===== config.mk =====
export PLATFORM = sky130hd
export DESIGN_NAME = mcu_bus_front_end
export DESIGN_NICKNAME = d
export VERILOG_FILES = /design/src/pkg/mcu_bus_pkg.sv /design/src/pin_sync.sv /design/src/port_pin_mux.sv /design/src/mcu_bus_front_end.sv
export VERILOG_INCLUDE_DIRS = /design/src /design/src/pkg
export SDC_FILE = /design/constraint.sdc
export NUM_CORES = 1
export LEC_CHECK = 0
export BUFFER_PORTS_ARGS = -buffer_cell sky130_fd_sc_hd__clkbuf_2
export CAP_MARGIN = 20
export CORE_AREA = 2 2 165 167
export CTS_BUF_LIST = sky130_fd_sc_hd__clkbuf_4
export DETAILED_ROUTE_END_ITERATION = 10
export DIE_AREA = 0 0 167 169
export GPL_TIMING_DRIVEN = 0
export MAX_ROUTING_LAYER = met4
export SETUP_SLACK_MARGIN = 0.5
export SLEW_MARGIN = 20
export SYNTH_ARGS = -nofsm -noshare
export SYNTH_HDL_FRONTEND = slang
export SYNTH_SLANG_ARGS = --single-unit

===== constraint.sdc =====
create_clock -name clock -period 3.67 [get_ports clock]
set_input_delay 0.1835 -clock clock [delete_from_list [all_inputs] [get_ports clock]]
set_output_delay 0.1835 -clock clock [all_outputs]
set_load 0.1 [all_outputs]

===== src/pkg/mcu_bus_params.svh =====
// Purpose: constants of the host bus front end
// Assumes: included by bare name, definitions only
// Notes: field positions index the decode term vector
`ifndef MCU_BUS_PARAMS_SVH
`define MCU_BUS_PARAMS_SVH

`define BUS_WIDTH 16
`define PORT_PINS 8
`define ADDR_RESET 16'h0000
`define DATA_RESET 16'h0000
`define PORT_RESET 8'h00
`define TERM_CTL0_BIT 16
`define TERM_CTL1_BIT 17
`define TERM_CTL2_BIT 18
`define TERM_WIDTH 19
`define SYNC_WIDTH 48

`endif


===== src/pkg/mcu_bus_pkg.sv =====
// Purpose: mode types of the host bus front end
// Assumes: nothing
// Notes: mode inputs are static configuration levels
package mcu_bus_pkg;

	typedef enum logic [1:0] {
		CTL0_WRITE_N = 2'h0,
		CTL0_RW_DIR = 2'h1,
		CTL0_LOW_BYTE_STORE_N = 2'h2
	} ctl0Mode_t;

	typedef enum logic [1:0] {
		CTL1_READ_N = 2'h0,
		CTL1_PHASE_CLOCK = 2'h1,
		CTL1_DATA_STROBE_N = 2'h2,
		CTL1_LOW_LANE_STROBE_N = 2'h3
	} ctl1Mode_t;

	typedef enum logic [2:0] {
		CTL2_CODE_FETCH_SEL_N = 3'h0,
		CTL2_HIGH_BYTE_ENABLE = 3'h1,
		CTL2_UPPER_LANE_STROBE_N = 3'h2,
		CTL2_BYTE_SIZE_SEL = 3'h3,
		CTL2_LOW_BYTE_STROBE_ALT = 3'h4
	} ctl2Mode_t;

	typedef enum logic [1:0] {
		PD0_LATCH_LEVEL = 2'h0,
		PD0_LATCH_RISE = 2'h1,
		PD0_GPIO = 2'h2,
		PD0_LOGIC_IN = 2'h3
	} pd0Mode_t;

	typedef enum logic [1:0] {
		PD_GPIO = 2'h0,
		PD_LOGIC_IN = 2'h1,
		PD_SPECIAL = 2'h2
	} pdMode_t;

	typedef enum logic [2:0] {
		PIN_GPIO = 3'h0,
		PIN_CELL_OUT = 3'h1,
		PIN_IN_LATCHED = 3'h2,
		PIN_IN_TRANSPARENT = 3'h3,
		PIN_IN_REGISTERED = 3'h4
	} pinMode_t;

endpackage : mcu_bus_pkg


===== src/pin_sync.sv =====
// Purpose: two flip-flop synchroniser for pin levels
// Assumes: inputs are static for at least two clocks per level
// Notes: only the second stage leaves this module
`timescale 1ns/10ps
`include "mcu_bus_params.svh"

module pin_sync
	import mcu_bus_pkg::*;
#(
	parameter int WIDTH = `SYNC_WIDTH
)
(
	// clock and reset
	input wire logic clock,
	input wire logic reset,
	// levels
	input wire logic [WIDTH-1:0] pinLevel,
	output logic [WIDTH-1:0] syncLevel
);

	typedef struct packed
	{
		logic [WIDTH-1:0] stage1;
		logic [WIDTH-1:0] stage2;
	} syncState_t;

	syncState_t state;
	syncState_t next_state;

	if (WIDTH < 1)
	begin : g_check
		$error("pin_sync: WIDTH must be at least one");
	end

	always_comb
	begin
		next_state.stage1 = pinLevel;
		next_state.stage2 = state.stage1;
	end

	always_ff @(posedge clock)
	begin
		if (reset)
			state <= '0;
		else
			state <= next_state;
	end

	assign syncLevel = state.stage2;

endmodule : pin_sync


===== src/port_pin_mux.sv =====
// Purpose: per-pin function select of one general port
// Assumes: pin levels arrive already synchronised
// Notes: latched inputs follow the address latch gate
`timescale 1ns/10ps
`include "mcu_bus_params.svh"

module port_pin_mux
	import mcu_bus_pkg::*;
#(
	parameter int PINS = `PORT_PINS
)
(
	// clock and reset
	input wire logic clock,
	input wire logic clear,
	// configuration
	input wire pinMode_t [PINS-1:0] pinMode,
	// pin
	input wire logic [PINS-1:0] pinIn,
	output logic [PINS-1:0] pinOut,
	output logic [PINS-1:0] pinOe,
	// host general i/o and logic side
	input wire logic [PINS-1:0] gpioOut,
	input wire logic [PINS-1:0] gpioDir,
	input wire logic [PINS-1:0] cellOut,
	input wire logic latchGate,
	input wire logic logicTick,
	output logic [PINS-1:0] gpioIn,
	output logic [PINS-1:0] logicIn
);

	typedef struct packed
	{
		logic [PINS-1:0] latched;
		logic [PINS-1:0] registered;
		logic [PINS-1:0] drive;
		logic [PINS-1:0] level;
	} portState_t;

	portState_t state;
	portState_t next_state;

	if (PINS < 1)
	begin : g_check
		$error("port_pin_mux: PINS must be at least one");
	end

	always_comb
	begin
		next_state = state;
		next_state.level = pinIn;
		for (int i = 0; i < PINS; i++)
		begin
			if (latchGate)
				next_state.latched[i] = pinIn[i];
			if (logicTick)
				next_state.registered[i] = pinIn[i];
			case (pinMode[i])
				PIN_GPIO:
				begin
					next_state.drive[i] = gpioOut[i];
				end
				PIN_CELL_OUT:
				begin
					next_state.drive[i] = cellOut[i];
				end
				default:
				begin
					next_state.drive[i] = 1'b0;
				end
			endcase
		end
	end

	always_ff @(posedge clock)
	begin
		if (clear)
			state <= '0;
		else
			state <= next_state;
	end

	genvar g;
	for (g = 0; g < PINS; g++)
	begin : g_pin
		assign pinOut[g] = state.drive[g];
		// host outputs fall back to inputs while reset clears the ports
		assign pinOe[g] = (pinMode[g] == PIN_CELL_OUT) ||
			((pinMode[g] == PIN_GPIO) && gpioDir[g] && !clear);
		assign gpioIn[g] = state.level[g];
		assign logicIn[g] = (pinMode[g] == PIN_IN_LATCHED) ?
			state.latched[g] :
			(pinMode[g] == PIN_IN_REGISTERED) ?
			state.registered[g] : state.level[g];
	end

endmodule : port_pin_mux


===== src/mcu_bus_front_end.sv =====
// Purpose: host bus front end: address latch, strobes, data drive
// Assumes: host holds address lines three clocks past the strobe
// Notes: every pin level passes pin_sync before use
`timescale 1ns/10ps
`include "mcu_bus_params.svh"

module mcu_bus_front_end
	import mcu_bus_pkg::*;
#(
	parameter int BUS_BITS = `BUS_WIDTH
)
(
	// clock and reset
	input wire logic clock,
	input wire logic reset,
	input wire logic resetPinN,
	// configuration
	input wire ctl0Mode_t ctl0Mode,
	input wire ctl1Mode_t ctl1Mode,
	input wire ctl2Mode_t ctl2Mode,
	input wire pd0Mode_t pd0Mode,
	input wire pdMode_t pd1Mode,
	input wire pdMode_t pd2Mode,
	input wire pdMode_t pd3Mode,
	input wire pinMode_t [7:0] portAMode,
	input wire pinMode_t [7:0] portBMode,
	input wire pinMode_t [7:0] portCMode,
	// address/data pins
	input wire logic [15:0] adIn,
	output logic [15:0] adOut,
	output logic [15:0] adOe,
	// control pins
	input wire logic control_in_0,
	input wire logic control_in_1,
	input wire logic control_in_2,
	// port pins
	input wire logic [23:0] portIn,
	output logic [23:0] portOut,
	output logic [23:0] portOe,
	input wire logic [3:0] pdIn,
	output logic [3:0] pdOut,
	output logic [3:0] pdOe,
	// host general i/o of the ports
	input wire logic [27:0] gpioOut,
	input wire logic [27:0] gpioDir,
	output logic [27:0] gpioIn,
	// decode and logic side
	input wire logic blockSelect,
	input wire logic [15:0] readData,
	input wire logic [7:0] port_a_macrocell_out,
	input wire logic [7:0] port_b_macrocell_out,
	input wire logic [7:0] ext_chip_select_out,
	output logic [15:0] latchedAddr,
	output logic [`TERM_WIDTH-1:0] decodeTerms,
	output logic [23:0] portLogicIn,
	output logic [3:0] pdLogicIn,
	output logic readActive,
	output logic writeActive,
	output logic lowLaneActive,
	output logic highLaneActive,
	output logic lowByteStore,
	output logic highByteStore,
	output logic memEnable,
	output logic logicTick,
	output logic flashAbort,
	output logic clearActive
);

	if (BUS_BITS != 16)
	begin : g_check
		$error("mcu_bus_front_end: only a 16-bit bus is served");
	end

	typedef struct packed
	{
		logic [15:0] addr;
		logic [15:0] data;
		logic strobePrev;
		logic clockPrev;
		logic tick;
		logic abort;
	} frontState_t;

	frontState_t state;
	frontState_t next_state;

	////////////////////////////////////////////////////////////////////
	// pin synchronisers

	logic [`SYNC_WIDTH-1:0] syncLevel;
	logic [15:0] adSync;
	logic c0;
	logic c1;
	logic c2;
	logic [3:0] pdSync;
	logic resetPinSync;
	logic [23:0] portSync;

	pin_sync #(.WIDTH(`SYNC_WIDTH)) u_sync (
		.clock(clock),
		.reset(reset),
		.pinLevel({portIn, resetPinN, pdIn, control_in_2,
			control_in_1, control_in_0, adIn}),
		.syncLevel(syncLevel)
	);

	assign adSync = syncLevel[15:0];
	assign c0 = syncLevel[16];
	assign c1 = syncLevel[17];
	assign c2 = syncLevel[18];
	assign pdSync = syncLevel[22:19];
	assign resetPinSync = syncLevel[23];
	assign portSync = syncLevel[47:24];

	// the synchroniser comes out of reset low, so the pin reads as
	// asserted until a high level has passed both stages
	assign clearActive = reset || !resetPinSync;

	////////////////////////////////////////////////////////////////////
	// strobe decode

	logic strobeOn;
	logic strobeRise;
	logic capture;
	logic phaseOn;
	logic fetchRead;
	logic deviceSel;

	assign strobeOn = pdSync[0];
	assign strobeRise = strobeOn && !state.strobePrev;
	assign capture = ((pd0Mode == PD0_LATCH_LEVEL) && strobeOn) ||
		((pd0Mode == PD0_LATCH_RISE) && strobeRise);

	// phase clock counts as active high, the other strobes low
	assign phaseOn = (ctl1Mode == CTL1_PHASE_CLOCK) ? c1 : !c1;
	assign fetchRead = (ctl2Mode == CTL2_CODE_FETCH_SEL_N) && !c2;
	assign deviceSel = (pd2Mode != PD_SPECIAL) || !pdSync[2];

	always_comb
	begin
		readActive = 1'b0;
		writeActive = 1'b0;
		lowByteStore = 1'b0;
		case (ctl0Mode)
			CTL0_RW_DIR:
			begin
				readActive = c0 && phaseOn;
				writeActive = !c0 && phaseOn;
			end
			CTL0_LOW_BYTE_STORE_N:
			begin
				lowByteStore = !c0;
				writeActive = !c0;
				readActive = (ctl1Mode == CTL1_READ_N) && !c1;
			end
			default:
			begin
				writeActive = !c0;
				readActive = (ctl1Mode == CTL1_READ_N) && !c1;
			end
		endcase
		if (fetchRead)
			readActive = 1'b1;
		if (!deviceSel || clearActive)
		begin
			readActive = 1'b0;
			writeActive = 1'b0;
			lowByteStore = 1'b0;
		end
	end

	assign highByteStore = deviceSel && !clearActive &&
		(pd3Mode == PD_SPECIAL) && !pdSync[3];

	always_comb
	begin
		lowLaneActive = readActive || writeActive;
		highLaneActive = readActive || writeActive;
		if (ctl1Mode == CTL1_LOW_LANE_STROBE_N)
			lowLaneActive = !c1 && deviceSel;
		case (ctl2Mode)
			CTL2_HIGH_BYTE_ENABLE, CTL2_UPPER_LANE_STROBE_N:
			begin
				highLaneActive = !c2 && deviceSel;
			end
			CTL2_BYTE_SIZE_SEL:
			begin
				// a byte cycle uses the lane picked by address bit zero
				if (c2)
				begin
					lowLaneActive = lowLaneActive && !state.addr[0];
					highLaneActive = highLaneActive && state.addr[0];
				end
			end
			CTL2_LOW_BYTE_STROBE_ALT:
			begin
				lowLaneActive = !c2 && deviceSel;
			end
			default:
			begin
				highLaneActive = highLaneActive;
			end
		endcase
	end

	////////////////////////////////////////////////////////////////////
	// state update

	always_comb
	begin
		next_state = state;
		next_state.strobePrev = strobeOn;
		next_state.clockPrev = pdSync[1];
		next_state.data = readData;
		next_state.abort = 1'b0;
		next_state.tick = (pd1Mode == PD_SPECIAL) &&
			pdSync[1] && !state.clockPrev;
		// address stays put between strobes
		if (capture)
			next_state.addr = adSync;
		if (clearActive)
		begin
			next_state.addr = `ADDR_RESET;
			next_state.data = `DATA_RESET;
			next_state.tick = 1'b0;
			next_state.abort = 1'b1;
		end
	end

	always_ff @(posedge clock)
	begin
		if (reset)
		begin
			state <= '0;
			state.abort <= 1'b1;
		end
		else
			state <= next_state;
	end

	assign latchedAddr = state.addr;
	assign logicTick = state.tick;
	assign flashAbort = state.abort;
	assign memEnable = deviceSel && !clearActive;

	// data drive is a handshake level, the data itself a flop
	assign adOut = state.data;
	assign adOe = {16{readActive && blockSelect}};

	assign decodeTerms = {c2, c1, c0, state.addr};

	////////////////////////////////////////////////////////////////////
	// ports A to C and port D

	logic [23:0] cellOut;
	assign cellOut = {ext_chip_select_out, port_b_macrocell_out,
		port_a_macrocell_out};

	genvar p;
	for (p = 0; p < 3; p++)
	begin : g_port
		pinMode_t [7:0] mode;
		assign mode = (p == 0) ? portAMode :
			(p == 1) ? portBMode : portCMode;
		port_pin_mux #(.PINS(`PORT_PINS)) u_port (
			.clock(clock),
			.clear(clearActive),
			.pinMode(mode),
			.pinIn(portSync[p*8 +: 8]),
			.pinOut(portOut[p*8 +: 8]),
			.pinOe(portOe[p*8 +: 8]),
			.gpioOut(gpioOut[p*8 +: 8]),
			.gpioDir(gpioDir[p*8 +: 8]),
			.cellOut(cellOut[p*8 +: 8]),
			.latchGate(capture),
			.logicTick(state.tick),
			.gpioIn(gpioIn[p*8 +: 8]),
			.logicIn(portLogicIn[p*8 +: 8])
		);
	end

	logic [3:0] pdGpio;
	assign pdGpio = {pd3Mode == PD_GPIO, pd2Mode == PD_GPIO,
		pd1Mode == PD_GPIO, pd0Mode == PD0_GPIO};
	// port d general outputs stay off while reset clears the ports
	assign pdOut = gpioOut[27:24];
	assign pdOe = pdGpio & gpioDir[27:24] & {4{!clearActive}};
	assign gpioIn[27:24] = pdSync;
	assign pdLogicIn = pdSync;

	////////////////////////////////////////////////////////////////////
	// checks

	a_level_capture: assert property (
		@(posedge clock) disable iff (reset)
		(pd0Mode == PD0_LATCH_LEVEL && strobeOn && !clearActive)
		|=> latchedAddr == $past(adSync))
		else $error("address not taken while latch strobe high");

	a_rise_capture: assert property (
		@(posedge clock) disable iff (reset)
		(pd0Mode == PD0_LATCH_RISE && pdSync[0] && !state.strobePrev
		&& !clearActive) |=> latchedAddr == $past(adSync))
		else $error("address not taken on strobe rise");

	a_addr_hold: assert property (
		@(posedge clock) disable iff (reset)
		(!capture && !clearActive) |=> $stable(latchedAddr))
		else $error("latched address moved between strobes");

	a_drive_gate: assert property (
		@(posedge clock) disable iff (reset)
		adOe[0] |-> (readActive && blockSelect && memEnable))
		else $error("data driven without read and selection");

	a_write_strobe: assert property (
		@(posedge clock) disable iff (reset)
		(ctl0Mode == CTL0_WRITE_N && !c0 && memEnable) |-> writeActive)
		else $error("active-low write not seen");

	a_dir_read: assert property (
		@(posedge clock) disable iff (reset)
		(ctl0Mode == CTL0_RW_DIR && ctl1Mode == CTL1_PHASE_CLOCK
		&& memEnable) |-> (readActive == (c0 && c1)))
		else $error("direction read wrong in phase clock mode");

	a_reset_clear: assert property (
		@(posedge clock) disable iff (reset)
		clearActive |=> (latchedAddr == `ADDR_RESET && flashAbort))
		else $error("reset did not clear address or abort flash");

	a_tick_pulse: assert property (
		@(posedge clock) disable iff (reset)
		logicTick |=> !logicTick)
		else $error("logic tick longer than one cycle");

	a_chip_off: assert property (
		@(posedge clock) disable iff (reset)
		(pd2Mode == PD_SPECIAL && pdSync[2]) |-> (!memEnable && !adOe[0]))
		else $error("memories enabled with chip select high");

	a_high_store: assert property (
		@(posedge clock) disable iff (reset)
		(pd3Mode == PD_SPECIAL && !pdSync[3] && memEnable)
		|-> highByteStore)
		else $error("high byte store missed");

	c_read_drive: cover property (@(posedge clock) disable iff (reset)
		adOe[0] ##1 !adOe[0]);
	c_rise_latch: cover property (@(posedge clock) disable iff (reset)
		pd0Mode == PD0_LATCH_RISE && capture);
	c_tick: cover property (@(posedge clock) disable iff (reset)
		logicTick);

endmodule : mcu_bus_front_end


==> flow_metrics.py <==
metrics = {
    "outcome": {
        "status": "complete, no violations",
    },
    "cts": {
        "clk_pin_slew_ns": 0.06,
        "postCtsSetupBuffers": 0,
        "cts.htree.levels": 3,
        "clk_path_buf_depth": 3,
        "root_buffer": "clkbuf_4",
        "cts_tree": "yes",
        "cts_buffers": 66,
        "clk_latency_ns": 0.63,
        "cts.sink_count": 228,
    },
    "final_layout": {
        "stdcell_count": 2021,
        "utilization": 0.520,
        "multi_input_area_um2": 3540,
        "seq_area_um2": 4560,
        "fin_nets": 1873,
        "drive_above_1_share": 0.394,
        "fillers": 2550,
        "finalInstanceArea_um2": 13800,
        "area_growth_syn_to_layout_pct": 48.4,
    },
    "setup_path": {
        "worstPathRequired_ns": 3.49,
        "reg2regPathDepth": 5,
        "crit_path_end_kind": "primary output",
        "r2r_start": "u_sync.syncLevel[23]",
        "rrSetupSlack_ns": 1.45,
        "path_class": "reg -> out",
        "reg2reg_to": "logicTick",
        "arrival_ns": 2.77,
        "critical_path_peak_fanout": 10,
        "critPathLaunchType": "flip-flop",
    },
    "sta": {
        "max_freq_mhz": 339,
        "finalCritPeriodShare": 0.804,
        "worst_slew_pin_slew_ns": 1.02,
        "slew_violations": 0,
        "worst_slack_ns": 0.718,
        "timing.final.crit_period_ns": 2.95,
        "rsz0062_at_grt": "no",
        "relSlewSlack": 0.319,
        "finalSetupViolCount": 0,
        "hold_violations": 0,
        "fin_worst_skew_ns": 0.0411,
    },
    "pwr": {
        "power.leakage_nw": 6.43,
        "powerDensity_nw_per_um2": 417,
        "pwr-share-comb": 0.153,
        "cell_internal_pwr_mw": 4.10,
        "power_frac_seq": 0.444,
        "finalPower_mw": 5.75,
        "clock_power_share": 0.403,
        "switching_share": 0.287,
        "p_switching_mw": 1.65,
        "ir_worst_vdd_mv": 0.227,
    },
    "floorplanning": {
        "fp.dieW_um": 167,
        "fp-row-count": 60,
        "ios": 423,
        "initial_core_util": 0.350,
        "die_h_um": 169,
        "die_area_um2": 28200,
        "coreArea_um2": 26500,
    },
    "drt": {
        "drc": 0,
        "via_count": 9110,
        "post_drt_wl_per_cell_um": 14.7,
        "ant_nets": 0,
        "wl_um": 29700,
        "drt_iter0_markers": 258,
        "first_pass_iters": 5,
        "routed_via_density": 4.51,
    },
    "flow_run": {
        "maxCapViolCount": 0,
    },
    "global_route": {
        "grt_start_max_net_pins": 17,
        "grt_pass1_vias": 8793,
        "overflow": 0,
        "antenna_found_initial": 2,
        "grt_pass1_wl_um": 44600,
        "grt_usage": 0.208,
    },
    "synth": {
        "ys_ff_latch": 228,
        "yosys_warnings": 0,
        "synth_ff_type": "dfxtp_1",
        "yosysMostFrequentCell": "dfxtp_1",
        "synth_top_area_share": 0.492,
        "synth_common_cells": "228 x dfxtp_1, 126 x buf_4, 100 x nor2b_1, 97 x nor2_1, 89 x a21oi_1",
        "synth_edf_count": 0,
        "synth_area_um2": 9280,
        "syn_inst": 1040,
        "synth_cell_types": 37,
        "yosysSeqAreaShare": 0.492,
        "synth_top_area_cell": "dfxtp_1",
        "synthTopCellsByArea": "dfxtp_1 49%, buf_4 10%, nor2b_1 6.7%",
        "syn_nets": 1274,
        "async_flop_share": 0,
        "synth_area_per_cell_um2": 8.93,
    },
    "hold_path": {
        "hold_end": "u_sync.next_state[12]",
        "hold_start": "reset",
        "hold_path_class": "in -> reg",
        "min_path_cells": 3,
    },
    "place": {
        "dpl.hpwl_um": 21800,
        "dpl-instance-area_um2": 11800,
        "dp.cells": 1798,
        "port_buffers": 417,
        "place_congestion": 0.808,
        "dp_slack_ns": 1.20,
    },
}
==> through the flow <==
step / setup TNS (ns) / hold WS (ns)
floorplan: -1.14 / 0.259
global placement: 0 / 0.386
detailed placement: 0 / 0.387
global route: 0 / 0.0851
CTS: 0 / 0.0730
finish: 0 / 0.133
==> power groups by stage <==
stage	combinational [mW]	clock (mW)	sequential (mW)
CTS	0.882	2.42	2.55
global placement	0.793	0	2.61
finish	0.879	2.32	2.55
detailed placement	0.801	0	2.61
global route	0.935	2.57	2.56
floorplan	0.535	0	2.60
==> kinds of logic (layout without fill, tap and decap cells) <==
logic type	Yosys count	after routing	share of synthesized area
buf+inv	194	832	0.130
simple gates	394	394	0.216
other cells	0	2	0
flops	228	228	0.492
compound gates	175	175	0.109
mux	48	48	0.0518
xor+xnor	1	1	0.000944
==> area by class of cell <==
| class | count | share of cell area |
|---|---|---|
| sequential | 228 | 0.331 |
| multi-input combinational | 618 | 0.257 |
| timing repair buffer | 531 | 0.234 |
| buffer | 165 | 0.0800 |
| clock buffer | 91 | 0.0496 |
| tap | 341 | 0.0310 |
| clock inverter | 16 | 0.00917 |
| inverter | 29 | 0.00790 |
| antenna | 2 | 0.000363 |
==> registers in the layout (all words and copies together) (netlist names) <==
signal and cells:
g_port.u_port.state 48, latchedAddr 16, state 2, g_port.u_port.pinOut 24, logicTick 1, flashAbort 1, u_sync.next_state 48, u_sync.syncLevel 48
g_port.u_port.gpioIn 24, adOut 16
==> worst max-delay path, cell delays in order, from the launching register on <==
cell,delay (ns)
dfxtp_1,0.30
nor2b_2,0.22
buf_1,0.74
a21oi_1,0.16
nor3_1,0.24
clkbuf_2,0.51
==> timing repair <==
action / in CTS / in global routing
hold buffers: 114 / 0
endpoints found under the hold margin: 89 / 0
resized for setup: 0 / 0
setup endpoints to repair: 0 / 0
==> routing by layer <==
layer	global-route usage	up-vias	wire length, um
li1	-	4603	-
met4	0.0772	0	796
met2	0.378	333	15200
met5	-	-	0
met1	0.220	4120	11900
met3	0.0493	54	1800
==> how the worst max path moves through the flow <==
stage	startpoint	to	slack (ns)	cells past startpoint
finish	u_sync.syncLevel[23]	portOe[16]	0.72	5
global route	u_sync.syncLevel[23]	portOe[16]	0.52	5
CTS	u_sync.syncLevel[23]	portOe[16]	0.61	5
detailed placement	reset	portOe[16]	1.20	6
global placement	reset	portOe[16]	1.20	6
floorplan	reset	pdOe[1]	-0.38	5
==> placed cells by master, fill, tap and decap left out, types with 3 or more instances in the layout <==
master / count
buf_1: 6
o21ai_0: 51
nand2_1: 85
inv_1: 29
clkbuf_1: 25
nor2_1: 97
nand4_1: 3
buf_4: 126
buf_2: 8
a21oi_1: 89
and2_1: 40
dfxtp_1: 228
nor3_1: 26
dlygate4sd3_1: 114
nor2b_1: 100
clkbuf_4: 91
mux2i_1: 48
clkinv_1: 10
nor4_1: 26
a211oi_1: 3
a221oi_1: 24
nor4b_1: 3
clkbuf_2: 417
No activity file was read; power rests on OpenSTA's default activity.
